[src/licsr_pkg.sv]
// Purpose: constants and carrier types for the local interrupt control/status block
// Assumes: 200 MHz mclk_i, register port with read data one cycle after the strobe
// Notes:   register offsets are byte addresses; all registers sit in the low bits
package licsr_pkg;

    // register map
    localparam logic [7:0]  ADDR_IEN_CTRL   = 8'h2C;
    localparam logic [7:0]  ADDR_VEC_CTRL   = 8'h30;
    localparam logic [7:0]  ADDR_STATUS     = 8'h34;

    // enable control register fields
    localparam int          IEN_PARITY      = 0;
    localparam int          IEN_UNUSED_L7   = 1;
    localparam int          IEN_VSB_VEC     = 2;
    localparam int          IEN_TICK_HIGH   = 3;
    localparam int          IEN_DUART       = 4;
    localparam int          IEN_VSB_UNVEC   = 5;
    localparam int          IEN_TICK_LOW    = 6;
    localparam int          IEN_GLOBAL      = 7;

    // vector control register fields
    localparam int          VEC_ABORT_EN    = 0;
    localparam int          VEC_ACFAIL_EN   = 1;
    localparam logic [7:0]  VEC_CTRL_MASK   = 8'hF3;

    // status register fields
    localparam int          ST_ACFAIL       = 0;
    localparam int          ST_ABORT        = 1;
    localparam int          ST_PARITY       = 2;
    localparam int          ST_VSB          = 3;
    localparam int          ST_TIMER_ZERO_TIMEOUT         = 4;
    localparam int          ST_TIMER_ONE_TIMEOUT         = 5;
    localparam int          ST_TIMER_TWO_TIMEOUT         = 6;
    localparam int          ST_TICK_HIGH    = 8;
    localparam int          ST_DUART_LIVE   = 9;
    localparam int          ST_VSB_LIVE     = 10;
    localparam int          ST_TICK_LOW     = 11;
    localparam int          ST_ABORT_LIVE   = 15;
    localparam int          ST_ACFAIL_LIVE  = 16;
    localparam int          ST_WATCHDOG     = 17;
    // bits that software clears by writing one
    localparam logic [23:0] ST_LATCH_MASK   = 24'h02097F;
    localparam logic [7:0]  CTRL_RESET      = 8'h00;

    // low vector nibble per vectored source
    localparam logic [3:0]  VLO_ACFAIL      = 4'h0;
    localparam logic [3:0]  VLO_ABORT       = 4'h1;
    localparam logic [3:0]  VLO_PARITY      = 4'h2;
    localparam logic [3:0]  VLO_TIMER_ZERO_TIMEOUT        = 4'h3;
    localparam logic [3:0]  VLO_VSB         = 4'h4;
    localparam logic [3:0]  VLO_TIMER_ONE_TIMEOUT        = 4'h5;
    localparam logic [3:0]  VLO_TICK_HIGH   = 4'h6;
    localparam logic [3:0]  VLO_TICK_LOW    = 4'h7;

    // pending request index
    localparam int          NPEND           = 10;
    localparam int          P_ACFAIL        = 0;
    localparam int          P_ABORT         = 1;
    localparam int          P_PARITY        = 2;
    localparam int          P_TIMER_ZERO_TIMEOUT          = 3;
    localparam int          P_VSB_VEC       = 4;
    localparam int          P_TIMER_ONE_TIMEOUT          = 5;
    localparam int          P_TICK_HIGH     = 6;
    localparam int          P_DUART         = 7;
    localparam int          P_VSB_UNVEC     = 8;
    localparam int          P_TICK_LOW      = 9;

    // raw request inputs, synchronous; active high except tick_timer_request, which requests on its falling edge
    typedef struct packed {
        logic acfail;
        logic abort_btn;
        logic parity_fault;
        logic vsb_request;
        logic timer_zero_timeout;
        logic timer_one_timeout;
        logic timer_two_timeout;
        logic tick_timer_request;
        logic duart_request;
        logic watchdog_timeout;
    } licsr_src_type;

    // processor request and acknowledge answer
    typedef struct packed {
        logic [2:0] level;
        logic       ack_valid;
        logic       vector_drive;
        logic [7:0] vector;
    } licsr_irq_type;

    // block state apart from the watchdog flag
    typedef struct packed {
        logic [7:0]         ien;
        logic [7:0]         vctl;
        logic [23:0]        status;
        logic [NPEND-1:0]   pend;
        licsr_src_type      prev;
        logic [31:0]        rdata;
        licsr_irq_type      irq;
    } licsr_state_type;

endpackage : licsr_pkg

[src/licsr_core.sv]
// Purpose: interrupt enable, vector and status logic of a local resource controller
// Assumes: sources synchronous to mclk_i; acknowledge carries the level being taken
// Notes:   status writes are taken as full words; por_n_i only clears the watchdog flag
module licsr_core (
    // clock and resets
    input  wire logic                   mclk_i,
    input  wire logic                   rst_n_i,
    input  wire logic                   por_n_i,
    // register port
    input  wire logic [7:0]             addr_i,
    input  wire logic [31:0]            wdata_i,
    input  wire logic                   wr_i,
    input  wire logic                   rd_i,
    output logic      [31:0]            rdata_o,
    // interrupt sources and controls
    input  wire licsr_pkg::licsr_src_type src_i,
    input  wire logic                   parity_check_en_i,
    input  wire logic                   sysfail_live_i,
    // processor side
    input  wire logic                   iack_i,
    input  wire logic [2:0]             iack_level_i,
    output licsr_pkg::licsr_irq_type    irq_o,
    output logic                        watchdog_flag_o
);
    import licsr_pkg::*;

    licsr_state_type    s_reg;
    licsr_state_type    s_next;
    logic               wd_reg;
    logic               wd_next;
    logic [NPEND-1:0]   rise;
    logic [NPEND-1:0]   en;
    logic [NPEND-1:0]   act;
    logic [23:0]        st_view;
    logic [23:0]        st_set;
    logic               tick_fall;
    logic               st_wr;

    // edge detection and set terms
    always_comb begin
        tick_fall = s_reg.prev.tick_timer_request & ~src_i.tick_timer_request;
        st_wr     = wr_i && (addr_i == ADDR_STATUS);
        rise      = '0;
        rise[P_ACFAIL]    = src_i.acfail & ~s_reg.prev.acfail;
        rise[P_ABORT]     = src_i.abort_btn & ~s_reg.prev.abort_btn;
        rise[P_PARITY]    = parity_check_en_i & src_i.parity_fault
                            & ~s_reg.prev.parity_fault;
        rise[P_TIMER_ZERO_TIMEOUT]      = src_i.timer_zero_timeout & ~s_reg.prev.timer_zero_timeout;
        rise[P_VSB_VEC]   = src_i.vsb_request & ~s_reg.prev.vsb_request;
        rise[P_TIMER_ONE_TIMEOUT]      = src_i.timer_one_timeout & ~s_reg.prev.timer_one_timeout;
        rise[P_TICK_HIGH] = tick_fall;
        rise[P_TICK_LOW]  = tick_fall;
        st_set = '0;
        st_set[ST_ACFAIL]    = rise[P_ACFAIL];
        st_set[ST_ABORT]     = rise[P_ABORT];
        st_set[ST_PARITY]    = rise[P_PARITY];
        st_set[ST_VSB]       = rise[P_VSB_VEC];
        st_set[ST_TIMER_ZERO_TIMEOUT]      = rise[P_TIMER_ZERO_TIMEOUT];
        st_set[ST_TIMER_ONE_TIMEOUT]      = rise[P_TIMER_ONE_TIMEOUT];
        st_set[ST_TIMER_TWO_TIMEOUT]      = src_i.timer_two_timeout & ~s_reg.prev.timer_two_timeout;
        st_set[ST_TICK_HIGH] = tick_fall;
        st_set[ST_TICK_LOW]  = tick_fall;
    end

    // per source enables, all gated by global enable
    always_comb begin
        en = '0;
        en[P_ACFAIL]      = s_reg.vctl[VEC_ACFAIL_EN];
        en[P_ABORT]       = s_reg.vctl[VEC_ABORT_EN];
        en[P_PARITY]      = s_reg.ien[IEN_PARITY];
        en[P_TIMER_ZERO_TIMEOUT]        = s_reg.ien[IEN_PARITY];      // shares the level 7 enable
        en[P_VSB_VEC]     = s_reg.ien[IEN_VSB_VEC];
        en[P_TIMER_ONE_TIMEOUT]        = s_reg.ien[IEN_TICK_HIGH];   // shares level 6 enable
        en[P_TICK_HIGH]   = s_reg.ien[IEN_TICK_HIGH];
        en[P_DUART]       = s_reg.ien[IEN_DUART];
        en[P_VSB_UNVEC]   = s_reg.ien[IEN_VSB_UNVEC];
        en[P_TICK_LOW]    = s_reg.ien[IEN_TICK_LOW];
        act = s_reg.pend & en & {NPEND{s_reg.ien[IEN_GLOBAL]}};
    end

    // status as read: latched bits plus live levels
    always_comb begin
        st_view = s_reg.status;
        st_view[ST_DUART_LIVE]  = src_i.duart_request;
        st_view[ST_VSB_LIVE]    = src_i.vsb_request;
        st_view[13]             = sysfail_live_i;
        st_view[ST_ABORT_LIVE]  = src_i.abort_btn;
        st_view[ST_ACFAIL_LIVE] = src_i.acfail;
        st_view[ST_WATCHDOG]    = wd_reg;
    end

    // next state: registers, latches, pending, priority
    always_comb begin
        s_next = s_reg;
        s_next.prev = src_i;
        // register writes
        if (wr_i && addr_i == ADDR_IEN_CTRL) begin
            s_next.ien = wdata_i[7:0];
        end
        if (wr_i && addr_i == ADDR_VEC_CTRL) begin
            s_next.vctl = wdata_i[7:0] & VEC_CTRL_MASK;
        end
        // write one clears, a new event the same cycle wins
        if (st_wr) begin
            s_next.status = s_reg.status & ~(wdata_i[23:0] & ST_LATCH_MASK);
        end
        s_next.status = s_next.status | st_set;
        // edge pending bits only cleared by acknowledge
        s_next.pend = s_reg.pend | rise;
        s_next.pend[P_DUART]     = src_i.duart_request;   // level sources follow line
        s_next.pend[P_VSB_UNVEC] = src_i.vsb_request;
        // read data
        s_next.rdata = '0;
        if (rd_i) begin
            case (addr_i)
                ADDR_IEN_CTRL: s_next.rdata = {24'h000000, s_reg.ien};
                ADDR_VEC_CTRL: s_next.rdata = {24'h000000, s_reg.vctl};
                ADDR_STATUS:   s_next.rdata = {8'h00, st_view};
                default:       s_next.rdata = '0;
            endcase
        end
        // request level, highest first
        s_next.irq.level = 3'h0;
        if (act[P_ACFAIL] | act[P_ABORT] | act[P_PARITY] | act[P_TIMER_ZERO_TIMEOUT]) begin
            s_next.irq.level = 3'h7;
        end else if (act[P_VSB_VEC] | act[P_TIMER_ONE_TIMEOUT] | act[P_TICK_HIGH]) begin
            s_next.irq.level = 3'h6;
        end else if (act[P_DUART]) begin
            s_next.irq.level = 3'h5;
        end else if (act[P_VSB_UNVEC]) begin
            s_next.irq.level = 3'h4;
        end else if (act[P_TICK_LOW]) begin
            s_next.irq.level = 3'h3;
        end
        // acknowledge: pick winner at that level, clear its pending
        s_next.irq.ack_valid    = 1'b0;
        s_next.irq.vector_drive = 1'b0;
        s_next.irq.vector       = '0;
        if (iack_i) begin
            s_next.irq.ack_valid = 1'b1;
            case (iack_level_i)
                3'h7: begin
                    if (act[P_ACFAIL]) begin
                        s_next.pend[P_ACFAIL] = 1'b0;
                        s_next.irq.vector_drive = 1'b1;
                        s_next.irq.vector = {s_reg.vctl[7:4], VLO_ACFAIL};
                    end else if (act[P_ABORT]) begin
                        s_next.pend[P_ABORT] = 1'b0;
                        s_next.irq.vector_drive = 1'b1;
                        s_next.irq.vector = {s_reg.vctl[7:4], VLO_ABORT};
                    end else if (act[P_PARITY]) begin
                        s_next.pend[P_PARITY] = 1'b0;
                        s_next.irq.vector_drive = 1'b1;
                        s_next.irq.vector = {s_reg.vctl[7:4], VLO_PARITY};
                    end else if (act[P_TIMER_ZERO_TIMEOUT]) begin
                        s_next.pend[P_TIMER_ZERO_TIMEOUT] = 1'b0;
                        s_next.irq.vector_drive = 1'b1;
                        s_next.irq.vector = {s_reg.vctl[7:4], VLO_TIMER_ZERO_TIMEOUT};
                    end
                end
                3'h6: begin
                    if (act[P_VSB_VEC]) begin
                        s_next.pend[P_VSB_VEC] = 1'b0;
                        s_next.irq.vector_drive = 1'b1;
                        s_next.irq.vector = {s_reg.vctl[7:4], VLO_VSB};
                    end else if (act[P_TIMER_ONE_TIMEOUT]) begin
                        s_next.pend[P_TIMER_ONE_TIMEOUT] = 1'b0;
                        s_next.irq.vector_drive = 1'b1;
                        s_next.irq.vector = {s_reg.vctl[7:4], VLO_TIMER_ONE_TIMEOUT};
                    end else if (act[P_TICK_HIGH]) begin
                        s_next.pend[P_TICK_HIGH] = 1'b0;
                        s_next.irq.vector_drive = 1'b1;
                        s_next.irq.vector = {s_reg.vctl[7:4], VLO_TICK_HIGH};
                    end
                end
                3'h3: begin
                    if (act[P_TICK_LOW]) begin
                        s_next.pend[P_TICK_LOW] = 1'b0;
                        s_next.irq.vector_drive = 1'b1;
                        s_next.irq.vector = {s_reg.vctl[7:4], VLO_TICK_LOW};
                    end
                end
                // level 5 and 4: requester supplies vector
                default: begin
                    s_next.irq.vector_drive = 1'b0;
                end
            endcase
        end
        // watchdog flag: set wins over clear
        wd_next = wd_reg;
        if (st_wr && wdata_i[ST_WATCHDOG]) begin
            wd_next = 1'b0;
        end
        if (src_i.watchdog_timeout) begin
            wd_next = 1'b1;
        end
    end

    // state register
    always_ff @(posedge mclk_i or negedge rst_n_i) begin
        if (!rst_n_i) begin
            s_reg <= '0;
        end else begin
            s_reg <= s_next;
        end
    end

    // watchdog flag only sees power-on reset
    always_ff @(posedge mclk_i or negedge por_n_i) begin
        if (!por_n_i) begin
            wd_reg <= 1'b0;
        end else begin
            wd_reg <= wd_next;
        end
    end

    assign rdata_o         = s_reg.rdata;
    assign irq_o           = s_reg.irq;
    assign watchdog_flag_o = wd_reg;

    // checks
    AST_GLOBAL_OFF: assert property (@(posedge mclk_i) disable iff (!rst_n_i)
        !s_reg.ien[IEN_GLOBAL] |=> irq_o.level == 3'h0)
        else $error("request raised with global enable off");
    AST_ACFAIL_LATCH: assert property (@(posedge mclk_i) disable iff (!rst_n_i)
        $rose(src_i.acfail) ##1 1'b1 |-> s_reg.status[ST_ACFAIL])
        else $error("acfail edge not latched");
    AST_PARITY_GATE: assert property (@(posedge mclk_i) disable iff (!rst_n_i)
        !parity_check_en_i && !s_reg.status[ST_PARITY] |=> !s_reg.status[ST_PARITY])
        else $error("parity status set while checking disabled");
    AST_STATUS_CLEAR: assert property (@(posedge mclk_i) disable iff (!rst_n_i)
        st_wr && wdata_i[ST_VSB] && !st_set[ST_VSB] |=> !s_reg.status[ST_VSB])
        else $error("latched status bit not cleared by write of one");
    AST_LIVE_DUART: assert property (@(posedge mclk_i) disable iff (!rst_n_i)
        rd_i && addr_i == ADDR_STATUS |=> rdata_o[ST_DUART_LIVE] == $past(src_i.duart_request))
        else $error("duart live bit wrong");
    AST_CLEAR_KEEPS_PEND: assert property (@(posedge mclk_i) disable iff (!rst_n_i)
        st_wr && s_reg.pend[P_TIMER_ONE_TIMEOUT] && !iack_i |=> s_reg.pend[P_TIMER_ONE_TIMEOUT])
        else $error("status clear withdrew pending request");
    AST_IACK_KEEPS_STATUS: assert property (@(posedge mclk_i) disable iff (!rst_n_i)
        iack_i && !st_wr && s_reg.status[ST_ABORT] |=> s_reg.status[ST_ABORT])
        else $error("acknowledge cleared status");
    AST_UNVEC_NO_DRIVE: assert property (@(posedge mclk_i) disable iff (!rst_n_i)
        iack_i && iack_level_i == 3'h4 |=> irq_o.ack_valid && !irq_o.vector_drive)
        else $error("vector driven for level 4");
    AST_VEC_UPPER: assert property (@(posedge mclk_i) disable iff (!rst_n_i)
        irq_o.vector_drive |-> irq_o.vector[7:4] == $past(s_reg.vctl[7:4]))
        else $error("vector upper nibble wrong");
    AST_TICK_FALL: assert property (@(posedge mclk_i) disable iff (!rst_n_i)
        $fell(src_i.tick_timer_request) |=> s_reg.status[ST_TICK_HIGH])
        else $error("tick falling edge not latched");

endmodule : licsr_core

[config.mk]
export PLATFORM = sky130hd
export DESIGN_NAME = licsr_core
export DESIGN_NICKNAME = d
export VERILOG_FILES = /design/src/licsr_pkg.sv /design/src/licsr_core.sv
export SDC_FILE = /design/constraint.sdc
export NUM_CORES = 1
export LEC_CHECK = 0
export BUFFER_PORTS_ARGS = -buffer_cell sky130_fd_sc_hd__buf_2
export CORE_ASPECT_RATIO = 1.4
export CORE_UTILIZATION = 50
export CTS_BUF_LIST = sky130_fd_sc_hd__clkbuf_8
export DETAILED_ROUTE_END_ITERATION = 7
export PLACE_DENSITY = 0.88
export SYNTH_ARGS = -nofsm -noshare
export SYNTH_HDL_FRONTEND = slang
export SYNTH_SLANG_ARGS = --single-unit
export TNS_END_PERCENT = 30
[constraint.sdc]
create_clock -name mclk_i -period 3.3 [get_ports mclk_i]
set_input_delay 0.66 -clock mclk_i [delete_from_list [all_inputs] [get_ports mclk_i]]
set_output_delay 0.66 -clock mclk_i [all_outputs]
set_load 0.02 [all_outputs]
==> results of run 1 <==
## cells by family (layout without fill, tap and decap cells)
| group | Yosys count | in the layout | synth area share |
|---|---|---|---|
| AO/OA/AOI/OAI | 49 | 49 | 0.117 |
| buffers and inverters | 54 | 89 | 0.124 |
| flip-flops | 69 | 69 | 0.557 |
| multiplexers | 14 | 14 | 0.0509 |
| other | 1 | 17 | 0.00121 |
| AND/OR/NAND/NOR | 80 | 80 | 0.150 |
## worst paths after layout
path | slack, ns | to | start | depth (start not counted)
worst min-delay path | 0.09 | watchdog_flag_o | por_n_i | 1
min in group mclk_i | 0.43 | s_reg[50] | src_i[5] | 1
max in group asynchronous | 2.26 | irq_o[5] | rst_n_i | 2
worst max register to register | 1.28 | irq_o[6] | s_reg[104] | 4
worst min register to register | 0.48 | s_reg[76] | s_reg[76] | 1
worst max-delay path | 1.24 | en[4] | addr_i[0] | 5
## final cells by class
type                    instances  area share
multi-input cells             160       0.309
well taps                      70      0.0258
repair buffers                 70       0.104
inverters                       4     0.00442
flip-flops and latches         69       0.508
clock inverters                 5     0.00846
clock buffers                  10      0.0405
## stage by stage
stage,utilization,hold slack (ns)
floorplan,-,0.364
global placement,0.548,0.435
detailed placement,0.548,0.442
CTS,0.576,0.0721
global route,0.576,0.0727
finish,0.576,0.0863
## worst register-to-register path, cell delays in order (launching register included)
cell and delay, ns:
dfrtp_1 0.52, inv_1 0.15, nor4_1 0.74, a221oi_1 0.22
nor3b_1 0.29
## power breakdown
group	switching [mW]	total, mW	internal, mW
Clock	0.303	0.586	0.283
Sequential	0.0123	0.874	0.861
Combinational	0.0762	0.113	0.0363
Total	0.391	1.57	1.18
## routing by layer
layer / track usage / wire length [um]
met1: 0.254 / 2410
met2: 0.366 / 3340
met3: 0.0467 / 393
met4: 0.0868 / 127
met5: 0 / 0
## layout by cell type, fill, tap and decap left out, types with 2 or more instances in the layout
master / count
o211ai_1: 2
clkinv_2: 2
a21o_1: 9
a41oi_1: 2
a22o_1: 6
and3_1: 10
nand3_1: 11
a22oi_1: 7
nand2b_1: 2
buf_4: 2
a31oi_1: 2
dfrtp_1: 69
nand3b_1: 2
and3b_1: 2
nand3_2: 2
nor2_1: 15
o22a_1: 3
clkbuf_8: 10
clkinvlp_4: 2
nor4_1: 2
nor2b_1: 8
a21oi_1: 8
mux2_2: 14
o21ai_0: 3
nand2_1: 15
buf_2: 68
inv_1: 5
conb_1: 17
nor3b_1: 5
a32oi_1: 3
==> run summary, run 1 <==
The run finished with clean final reports. The clock insertion delay at the later pin of the skew report is between 0.3 and 0.4 ns. The max-slew violation count is 0. The number of synthesized flops with an enable pin came out at 0. The register bit total from synthesis came out at between 60 and 70. Derived from the worst setup path, the maximum achievable clock frequency is between 0.4 and 0.5 GHz. The placed instance area came out at roughly 3200 sq um. The row count came out at 33. At the end of routability-driven placement, the weighted congestion stood at just under 0.9.

The overall die width came out at a little under 70 um. The cell type with the highest aggregate area in the netlist is dfrtp_1. The total grt overflow came out at 0. The final total power is 1.57 mW.

The number of hold-slack violations in the final timing report is 0. The standard cell with the maximum stage delay on the critical path is or4b_4. The power per unit of standard cell area is ~460 nW/um^2. The worst setup slack after placement came out at roughly 0.91 ns. The worst setup path is of the in2reg kind. The clock tree buffer depth came out at 2. The first detailed-routing pass ran for 4 iterations.

The total via count after detailed routing came out at between 2000 and 2500. The number of buffers inserted to repair setup after CTS is 0. During placement, the flow inserted port buffers numbering 68. The post-cts resize count is 0. At the pin with the least slew margin, the transition time is ~0.83 ns. The hold-fix buffer count after cts came out at 0. The largest net degree at the start of global routing came out at 69. The I/O pin total came out at between 100 and 150.

Of the post-synthesis cell area, the dominant cell type holds 0.557. The number of buffers and inverters on the critical path is 1. The number of global-route vias before repair is roughly 2000. The number of buffers created by CTS is 9.

After detailed routing, the average wire length per cell comes to about 16 um. The minimum clock period is 2.06 ns. The final instance area is approximately 3400 sq um. The async set or reset register ratio after synthesis came out at 1.00. The most frequent cell after synthesis is dfrtp_1. For this run, the register share of the synthesized area comes to 0.557.

The initial cell density of the core came out at 0.525. The average via count per standard cell came out at about 5.5. The clock skew is between 0.004 and 0.005 ns.

After synthesis, the most frequently instantiated cells are 69 x dfrtp_1, 45 x buf_4, 15 x nand2_1, 15 x nor2_1, 14 x mux2_2. The biggest fanout along the worst timing path came out at 10. The headroom to the max-slew limit came out at 0.449. The top cell family by delay on the critical path is simple AND/OR/NAND/NOR gates.

The number of distinct library cells after synthesis is 40. The sum of net half-perimeters after detailed placement is 4430 um. The synthesized instance count is ~270. The all-layer global routing usage came out at 0.214. The placed cell count came out at around 370.

The total negative setup slack is 0 ns. The die covers about 6500 sq um. The count of routing violations after the opening detailed-route iteration is around 150. The H-tree was split into 3 levels. The tree is rooted in a clkbuf_8. The area taken by multi-input logic gates came out at 1050 sq um. The number of endpoints failing setup at the final stage came out at 0. The area of the mapped netlist is between 3000 and 4000 sq um. In this design, the stage delay of the slowest critical-path cell is about 0.58 ns. Yosys attributes the largest share of cell area to dfrtp_1 56%, buf_4 11%, mux2_2 5.1%, a21o_1 2.2%, and3_1 2.0%. Setup repair after global routing left no endpoint under its margin. The worst setup path is launched from a primary input. Yosys printed 0 warnings. The first global-routing pass estimated ~10000 um of wire.

The tree built by TritonCTS fans out to 69 sinks. The initial antenna violation count came to 0. The required arrival time at the worst endpoint came out at roughly 3.5 ns. The area of the core is ~6000 sq um. The post-detailed-route count of antenna-violating nets is 0.

The worst setup path is captured at a flop. The height of the chip came out at between 90 and 100 um. In the final layout, the share of cells above drive strength 1 is 0.327. TritonCTS built the clock tree.

Setup slack closes at roughly 1.2 ns. For this run, the number of standard cells in the final layout without fillers is between 300 and 400. The worst ir drop on vdd came out at around 0.28 mV. The leakage power figure is 1.66 nW. The clock-pin slew on the worst setup and hold paths came out at around 0.07 ns. The tool flagged a number of max-cap violations equal to 0. The average cell area after synthesis is 11.6 sq um. Data on the critical path arrives at its endpoint at 2.29 ns. The signal on the critical path passes through buf_2 -> or4b_4 -> nor2_4 -> nand3_2 -> mux2_2. The register with the most flip-flops in the layout has 32 of them.

For this run, the leading register cell type out of synthesis is dfrtp_1. The register area is 1730 sq um. The synthesis-to-finish area growth is 9.73%.

The net count reported at finish came out at ~380. The post-route clock period utilization is 0.625. The number of antenna diodes came out at 0.

In the routed design, unresolved DRC markers number 0. The filler cell count is 499. In this run the worst hold path is classified as in2async. The total wirelength of the detailed-routed design is about 6300 um.
No activity file was read; power rests on OpenSTA's default activity.
==> run 2: changes to the inputs <==
--- a/config.mk
+++ b/config.mk
@@ -7,10 +7,10 @@
 export LEC_CHECK = 0
 export BUFFER_PORTS_ARGS = -buffer_cell sky130_fd_sc_hd__buf_2
 export CORE_ASPECT_RATIO = 1.4
-export CORE_UTILIZATION = 50
+export CORE_UTILIZATION = 47
 export CTS_BUF_LIST = sky130_fd_sc_hd__clkbuf_8
 export DETAILED_ROUTE_END_ITERATION = 7
-export PLACE_DENSITY = 0.88
+export PLACE_DENSITY = 0.87
 export SYNTH_ARGS = -nofsm -noshare
 export SYNTH_HDL_FRONTEND = slang
 export SYNTH_SLANG_ARGS = --single-unit
==> constraint.sdc (replaced) <==
create_clock -name mclk_i -period 1.8 [get_ports mclk_i]
set_input_delay 0.36 -clock mclk_i [delete_from_list [all_inputs] [get_ports mclk_i]]
set_output_delay 0.36 -clock mclk_i [all_outputs]
set_load 0.02 [all_outputs]
==> run 2 against run 1 <==
  * The run now ends with DRC left
  * Final cell count rose by 3.9%
  * Combinational power is 95% higher
  * Sequential power grew 83%
  * Global-route usage decreased by 2.4 points
  * Non-clock buffer count increased by 12
  * First-iteration DRC count down 23%
  * Sequential share of layout area decreased by 2.5 points
  * Via count grew 3.2%
  * Clock skew increased by 0.0035 ns
==> run summary, run 2 (same netlist as run 1, synthesis figures left out) <==
The flow ran to the end, but the final reports show violations. The checks that failed: DRC. The count of buffers from port buffering is 68 (unchanged). Leaving out fill and tap cells, the most frequent cell in the layout is dfrtp_1.

The height of the chip came out at 98.1 um (+3.1%). The number of levels in the clock H-tree is 3 (unchanged). The utilization after layout is 0.569 (-0.00741). The area taken by multi-input logic gates came to 1050 sq um (unchanged). The total grt overflow is 0 (unchanged). The area of the core came to 6300 sq um (+6.6%). The clock skew is 0.00817 ns (+0.00353 ns).

The power per unit of standard cell area was 899 nW/um^2 (+94%). The internal reg-to-reg setup slack is 0.18 ns (-1.10 ns). The clock-pin slew on the worst setup and hold paths is 0.07 ns (about the same).

The average via count per standard cell was 5.44 (-0.59%). The all-layer global routing usage is 0.190 (-0.0240). The data arrival at the endpoint of the critical path came out at 1.87 ns (-0.42 ns). The most critical setup path has its startpoint at s_reg[104]. The net count reported at finish came out at 387 (+3.2%). TritonCTS built the clock tree. The initial cell density of the core came out at 0.492 (-0.0326).

The worst setup path is captured at a flop. The average detailed-routed wire length per instance is 15.6 um (-3.8%). The total wirelength of the detailed-routed design was 6270 um (about the same). The clock tree buffer depth is 2 (unchanged). The placed instance area came out at 3340 sq um (+3.4%). The count of routing violations after the opening detailed-route iteration came to 117 (-23%). The biggest fanout along the worst timing path is 9 (-1). The post-detailed-route DRC marker count came to 14 (+14).

The post-route clock period utilization came out at 0.899. The hold-fix buffer count after cts came out at 1 (+1). The post-detailed-route count of antenna-violating nets is 0 (unchanged). The critical path endpoint is irq_o[6]. The first-pass GRT wire length came out at 9930 um (-0.76%). The register area was 1730 sq um (unchanged). The overall die width is 70.6 um (+3.0%). The length of the first detailed-routing pass in iterations came out at 6 (+2). The initial antenna violation count came out at 0 (unchanged).

The critical path is of the reg2reg type. The worst ir drop on vdd is 0.482 mV (+72%). The largest net degree at the start of global routing is 69 (unchanged). The number of endpoints failing setup at the final stage is 0 (unchanged). The required arrival time at the worst endpoint came out at 2.05 ns (-1.47 ns).

The clock root buffer master is clkbuf_8. The max-cap violation count is 0 (unchanged). The final instance area is 3580 sq um (+5.3%). The total via count after detailed routing is 2193 (+3.2%). The post-cts resize count came to 0 (unchanged). The row count was 34 (+3.0%). The worst min-delay path category is in2async.

The synthesis-to-finish area growth is 15.5%. The placer's final routability congestion estimate is 0.883 (-0.83%). The number of buffers created by CTS is 9 (unchanged). The minimum clock period is 1.62 ns. The number of global-route vias before repair is 2140 (+4.6%). The number of flip-flops in the largest register is 32 (unchanged). The share of cells above drive strength 1 came out at 0.350 (+0.0234). Static timing analysis puts the maximum clock frequency at between 0.6 and 0.7 GHz.

Setup repair after global routing left no endpoint under its margin. The I/O pin total came to 107 (unchanged). The filler cell count came out at 523 (+4.8%). The clock sink count was 69 (unchanged). The number of hold-slack violations in the final timing report was 0 (unchanged). The total die area is 6930 sq um (+6.2%).

The clock insertion delay at the later pin of the skew report was 0.34 ns (about the same). The start of the worst register-to-register path is s_reg[104]. The endpoint of the worst register-to-register path is irq_o[6].

The max-slew violation count is 0 (unchanged). In the layout the commonest cells are 69 x dfrtp_1, 68 x buf_2, 17 x conb_1. The depth of the most critical reg-to-reg path is 5 (+1). The number of antenna diodes was 0 (unchanged). The leakage power figure was 1.76 nW (+6.1%). The sum of net half-perimeters after detailed placement is 4520 um (+2.1%).

The number of buffers inserted to repair setup after CTS is 0 (unchanged). STA classifies the critical path startpoint as a flop.
## run 2: cell types whose count changed in the layout (fill, tap and decap cells not counted), sizes merged
cell / before / now
clkbuf: 10 / 11
buf: 70 / 81
dlygate4sd3: 0 / 1
bufinv: 0 / 2
clkinvlp: 2 / 0
## run 2: per-layer routing
layer  vias to the layer above  routed length (um)  track usage
met3                        21                 394       0.0433
li1                       1005                   -            -
met1                      1058                2370        0.213
met5                         -                   0            0
met4                         0                 215        0.102
met2                       109                3280        0.332
## run 2: through the flow
stage / TNS [ns] / setup slack [ns] / power, mW / cells / hold WS [ns]
floorplan: -0.122 / -0.0244 / 1.75 / 283 / 0.0644
global placement: -1.94 / -0.0913 / 1.84 / 386 / 0.136
detailed placement: -3.09 / -0.132 / 1.85 / 386 / 0.138
CTS: 0 / 0.195 / 3.24 / 403 / 0.0397
global route: 0 / 0.112 / 3.33 / 403 / 0.0570
finish: 0 / 0.182 / 3.22 / 403 / 0.0218
## run 2: cell type report
cell class                 count  share of cell area
sequential                    69               0.482
multi-input combinational    160               0.293
timing repair buffer          82               0.132
clock buffer                  11              0.0423
tap                           72              0.0252
clock inverter                 5              0.0206
inverter                       4             0.00419
## run 2: worst min-delay path by stage
stage	startpoint	end	slack, ns	cells after the start
6_report	rst_n_i	rdata_o[10]	0.02	2
5_1_grt	rst_n_i	rdata_o[3]	0.06	2
4_1_cts	rst_n_i	s_reg[62]	0.04	2
3_5_place_dp	por_n_i	watchdog_flag_o	0.14	1
3_3_place_gp	por_n_i	watchdog_flag_o	0.14	1
2_1_floorplan	rst_n_i	en[0]	0.06	0
## run 2: power by group
part           internal (mW)  leakage [nW]  switching [mW]
Sequential              1.58         0.844          0.0223
Clock                  0.846         0.121           0.550
Combinational         0.0776         0.791           0.142
## run 2: worst max-delay path, stage by stage (launching register included)
cell and delay [ns]:
dfrtp_1 0.50, inv_1 0.14, nor4_1 0.40, a221oi_1 0.11, buf_4 0.17, nor3b_1 0.21
==> run 3: changes to the inputs <==
--- a/config.mk
+++ b/config.mk
@@ -7,10 +7,11 @@
 export LEC_CHECK = 0
 export BUFFER_PORTS_ARGS = -buffer_cell sky130_fd_sc_hd__buf_2
 export CORE_ASPECT_RATIO = 1.4
-export CORE_UTILIZATION = 47
-export CTS_BUF_LIST = sky130_fd_sc_hd__clkbuf_8
+export CORE_UTILIZATION = 45
+export CTS_BUF_LIST = sky130_fd_sc_hd__clkbuf_4 sky130_fd_sc_hd__clkbuf_8 sky130_fd_sc_hd__clkbuf_16
 export DETAILED_ROUTE_END_ITERATION = 7
-export PLACE_DENSITY = 0.87
+export PLACE_DENSITY = 0.84
+export RECOVER_POWER = 100
 export SYNTH_ARGS = -nofsm -noshare
 export SYNTH_HDL_FRONTEND = slang
 export SYNTH_SLANG_ARGS = --single-unit
==> run 3 against run 2 <==
  * Die area rose by 4.3%
  * Global-route usage fell by 0.11 points
  * Register-to-register slack improved by 0.04 ns
  * The flow now finishes without violations
  * First-iteration DRC count rose by 50%
  * Clock skew fell by 0.00061 ns
  * Flip-flop and latch count did not move
  * Non-clock buffer count rose by 3
  * Setup slack got worse by 0.068 ns
  * Worst hold slack improved by 0.11 ns
  * Combinational power fell by 5%
==> run summary, run 3 (same netlist as run 1, synthesis figures left out) <==
The global routing's busiest layer is met2. The worst-case hold slack is 0.128 ns (+0.106 ns). The share of cells above drive strength 1 is 0.237 (-0.114). The initial antenna violation count is 0 (unchanged). The worst setup path is launched from a primary input. The count of buffers from port buffering is 68 (unchanged). The total die area came to 7230 sq um (+4.3%). The area of the core is 6610 sq um (+5.0%). For the pin with the worst max-slew slack, the measured transition is approximately 1.4 ns. Leaving out fill and tap cells, the most frequent cell in the layout is dfrtp_1. The average via count per standard cell is 5.13 (-5.7%).

In this run the worst hold path is classified as in2reg. The power per unit of standard cell area came to 874 nW/um^2 (-2.8%). The number of buffers created by CTS is 9 (unchanged).

The overall die width is 72.1 um (+2.1%). The length of the first detailed-routing pass in iterations is 4 (-2). The placed cell count came to 409 (+6.0%). The biggest fanout along the worst timing path came out at 6 (-3). The flow ran to the end, and the final reports show no timing, DRC or antenna violations.

The clock sink count is 69 (unchanged). The depth of the most critical reg-to-reg path is 5 (unchanged). The average detailed-routed wire length per instance came out at 14.7 um (-5.7%). The data arrival at the endpoint of the critical path is 1.92 ns (+0.05 ns).

The leakage power figure was 1.59 nW (-9.4%). The fmax was 0.593 GHz (-4.0%). The required arrival time at the worst endpoint is 2.03 ns (-0.02 ns). The post-detailed-route count of antenna-violating nets came to 0 (unchanged). The row count is 35 (+2.9%). The all-layer global routing usage is 0.189 (-0.00108).

The number of non-filler instances in the completed layout came to 426 (+5.7%). The max-slew violation count is 0 (unchanged). The routing usage on met1 is 0.212 (-0.00169). The number of hold-slack violations in the final timing report is 0 (unchanged). The worst hold path stage count came out at 1. The CTS tree is done. The largest net degree at the start of global routing came out at 69 (unchanged). The total wirelength of the detailed-routed design is 6250 um (-0.30%). The clock skew came to 0.00756 ns (-0.000608 ns).

The total grt overflow is 0 (unchanged). The clock-pin slew on the worst setup and hold paths is 0.07 ns (about the same). The post-route clock period utilization came out at 0.937 (+0.0379). The I/O pin total came to 107 (unchanged). The top cell types in the final layout, fill and taps aside, are 69 x dfrtp_1, 40 x clkbuf_1, 34 x buf_2. The first-pass GRT wire length came out at 10100 um (+2.2%). The sum of net half-perimeters after detailed placement was 4530 um (+0.22%). The initial cell density of the core came out at 0.469 (-0.0236).

The height of the chip is 100 um (+2.2%). The worst setup path is captured at a flop. The met2 demand-to-capacity share in global routing came to 0.315 (-0.0175).

The minimum clock period is 1.69 ns (+0.0682 ns). The worst ir drop on vdd came to 0.422 mV (-12%). The count of routing violations after the opening detailed-route iteration is 175 (+50%). The clock root buffer master is clkbuf_8. The number of endpoints failing setup at the final stage is 0 (unchanged). The number of levels in the clock H-tree is 3 (unchanged). The total via count after detailed routing came out at 2187 (-0.27%). The number of flip-flops in the largest register came out at 32 (unchanged). The met3 global-route usage came out at 0.0472 (+0.00385). From synthesis to final layout, the design area changed by 13.4%. The net count reported at finish is 390 (+0.78%).

The placer's final routability congestion estimate is 0.878 (-0.50%). Setup repair after global routing left no endpoint under its margin. The startpoint-to-endpoint class of the critical path is in2reg. The max-cap violation count is 0 (unchanged). The clock insertion delay at the later pin of the skew report is 0.35 ns (about the same). The clock tree buffer depth came to 2 (unchanged).

The number of antenna diodes is 0 (unchanged). The post-detailed-route DRC marker count came out at 0 (-14). The headroom to the max-slew limit is 0.0525. The number of global-route vias before repair came out at 2212 (+3.4%).
## run 3: cell types whose count changed in the layout (fill, tap and decap cells not counted), sizes merged
cell / delta
inv: -1
buf: -38
clkinvlp: +1
bufinv: -1
clkbuf: +42
## run 3: repair_timing
| action | 4_1_cts | 5_1_grt |
|---|---|---|
| gates resized for setup | 0 | 0 |
| endpoints found under the hold margin | 1 | 0 |
| setup buffers | 0 | 0 |
| hold buffers | 1 | 0 |
## run 3: path summary, 6_finish.rpt
check	start	to	slack, ns
worst min register to register	s_reg[73]	s_reg[73]	0.48
worst min-delay path	src_i[5]	s_reg[50]	0.13
max in group asynchronous	rst_n_i	en[5]	0.49
worst max register to register	s_reg[57]	irq_o[5]	0.22
worst max-delay path	addr_i[0]	s_reg[95]	0.11
min in group asynchronous	por_n_i	watchdog_flag_o	0.30
## run 3: where the power goes
part / total (mW) / internal, mW / leakage, nW / switching [mW]
clock: 1.26 / 0.704 / 0.103 / 0.555
combinational: 0.210 / 0.0716 / 0.643 / 0.139
sequential: 1.60 / 1.58 / 0.844 / 0.0233
total: 3.07 / 2.35 / 1.59 / 0.716
## run 3: cell type report
| type | count | area, sq um |
|---|---|---|
| Multi-Input combinational cell | 160 | 1040 |
| Tap cell | 92 | 115 |
| Sequential cell | 69 | 1730 |
| Timing Repair Buffer | 85 | 418 |
| Clock buffer | 12 | 153 |
| Fill cell | 603 | 3100 |
| Inverter | 4 | 15.0 |
| Clock inverter | 4 | 47.5 |
## run 3: worst max-delay path, stage by stage
cell,delay (ns)
buf_2,0.09
or4b_4,0.56
nor2_2,0.20
nand3_1,0.31
mux2_2,0.38
## run 3: metal layers
metal | vias to the layer above | wire length (um)
met5 | - | 0
met4 | 0 | 244
li1 | 1014 | -
met3 | 21 | 359
met1 | 1064 | 2500
met2 | 88 | 3150
## run 3: through the flow
stage	area, sq um	setup WS, ns	TNS, ns	utilization	total power, mW
floorplan	3160	-0.0244	-0.122	-	1.75
global placement	3390	-0.117	-2.49	0.513	1.84
detailed placement	3390	-0.126	-3.19	0.513	1.85
CTS	3600	0.232	0	0.545	3.11
global route	3510	0.0720	0	0.532	3.21
finish	3510	0.114	0	0.532	3.07
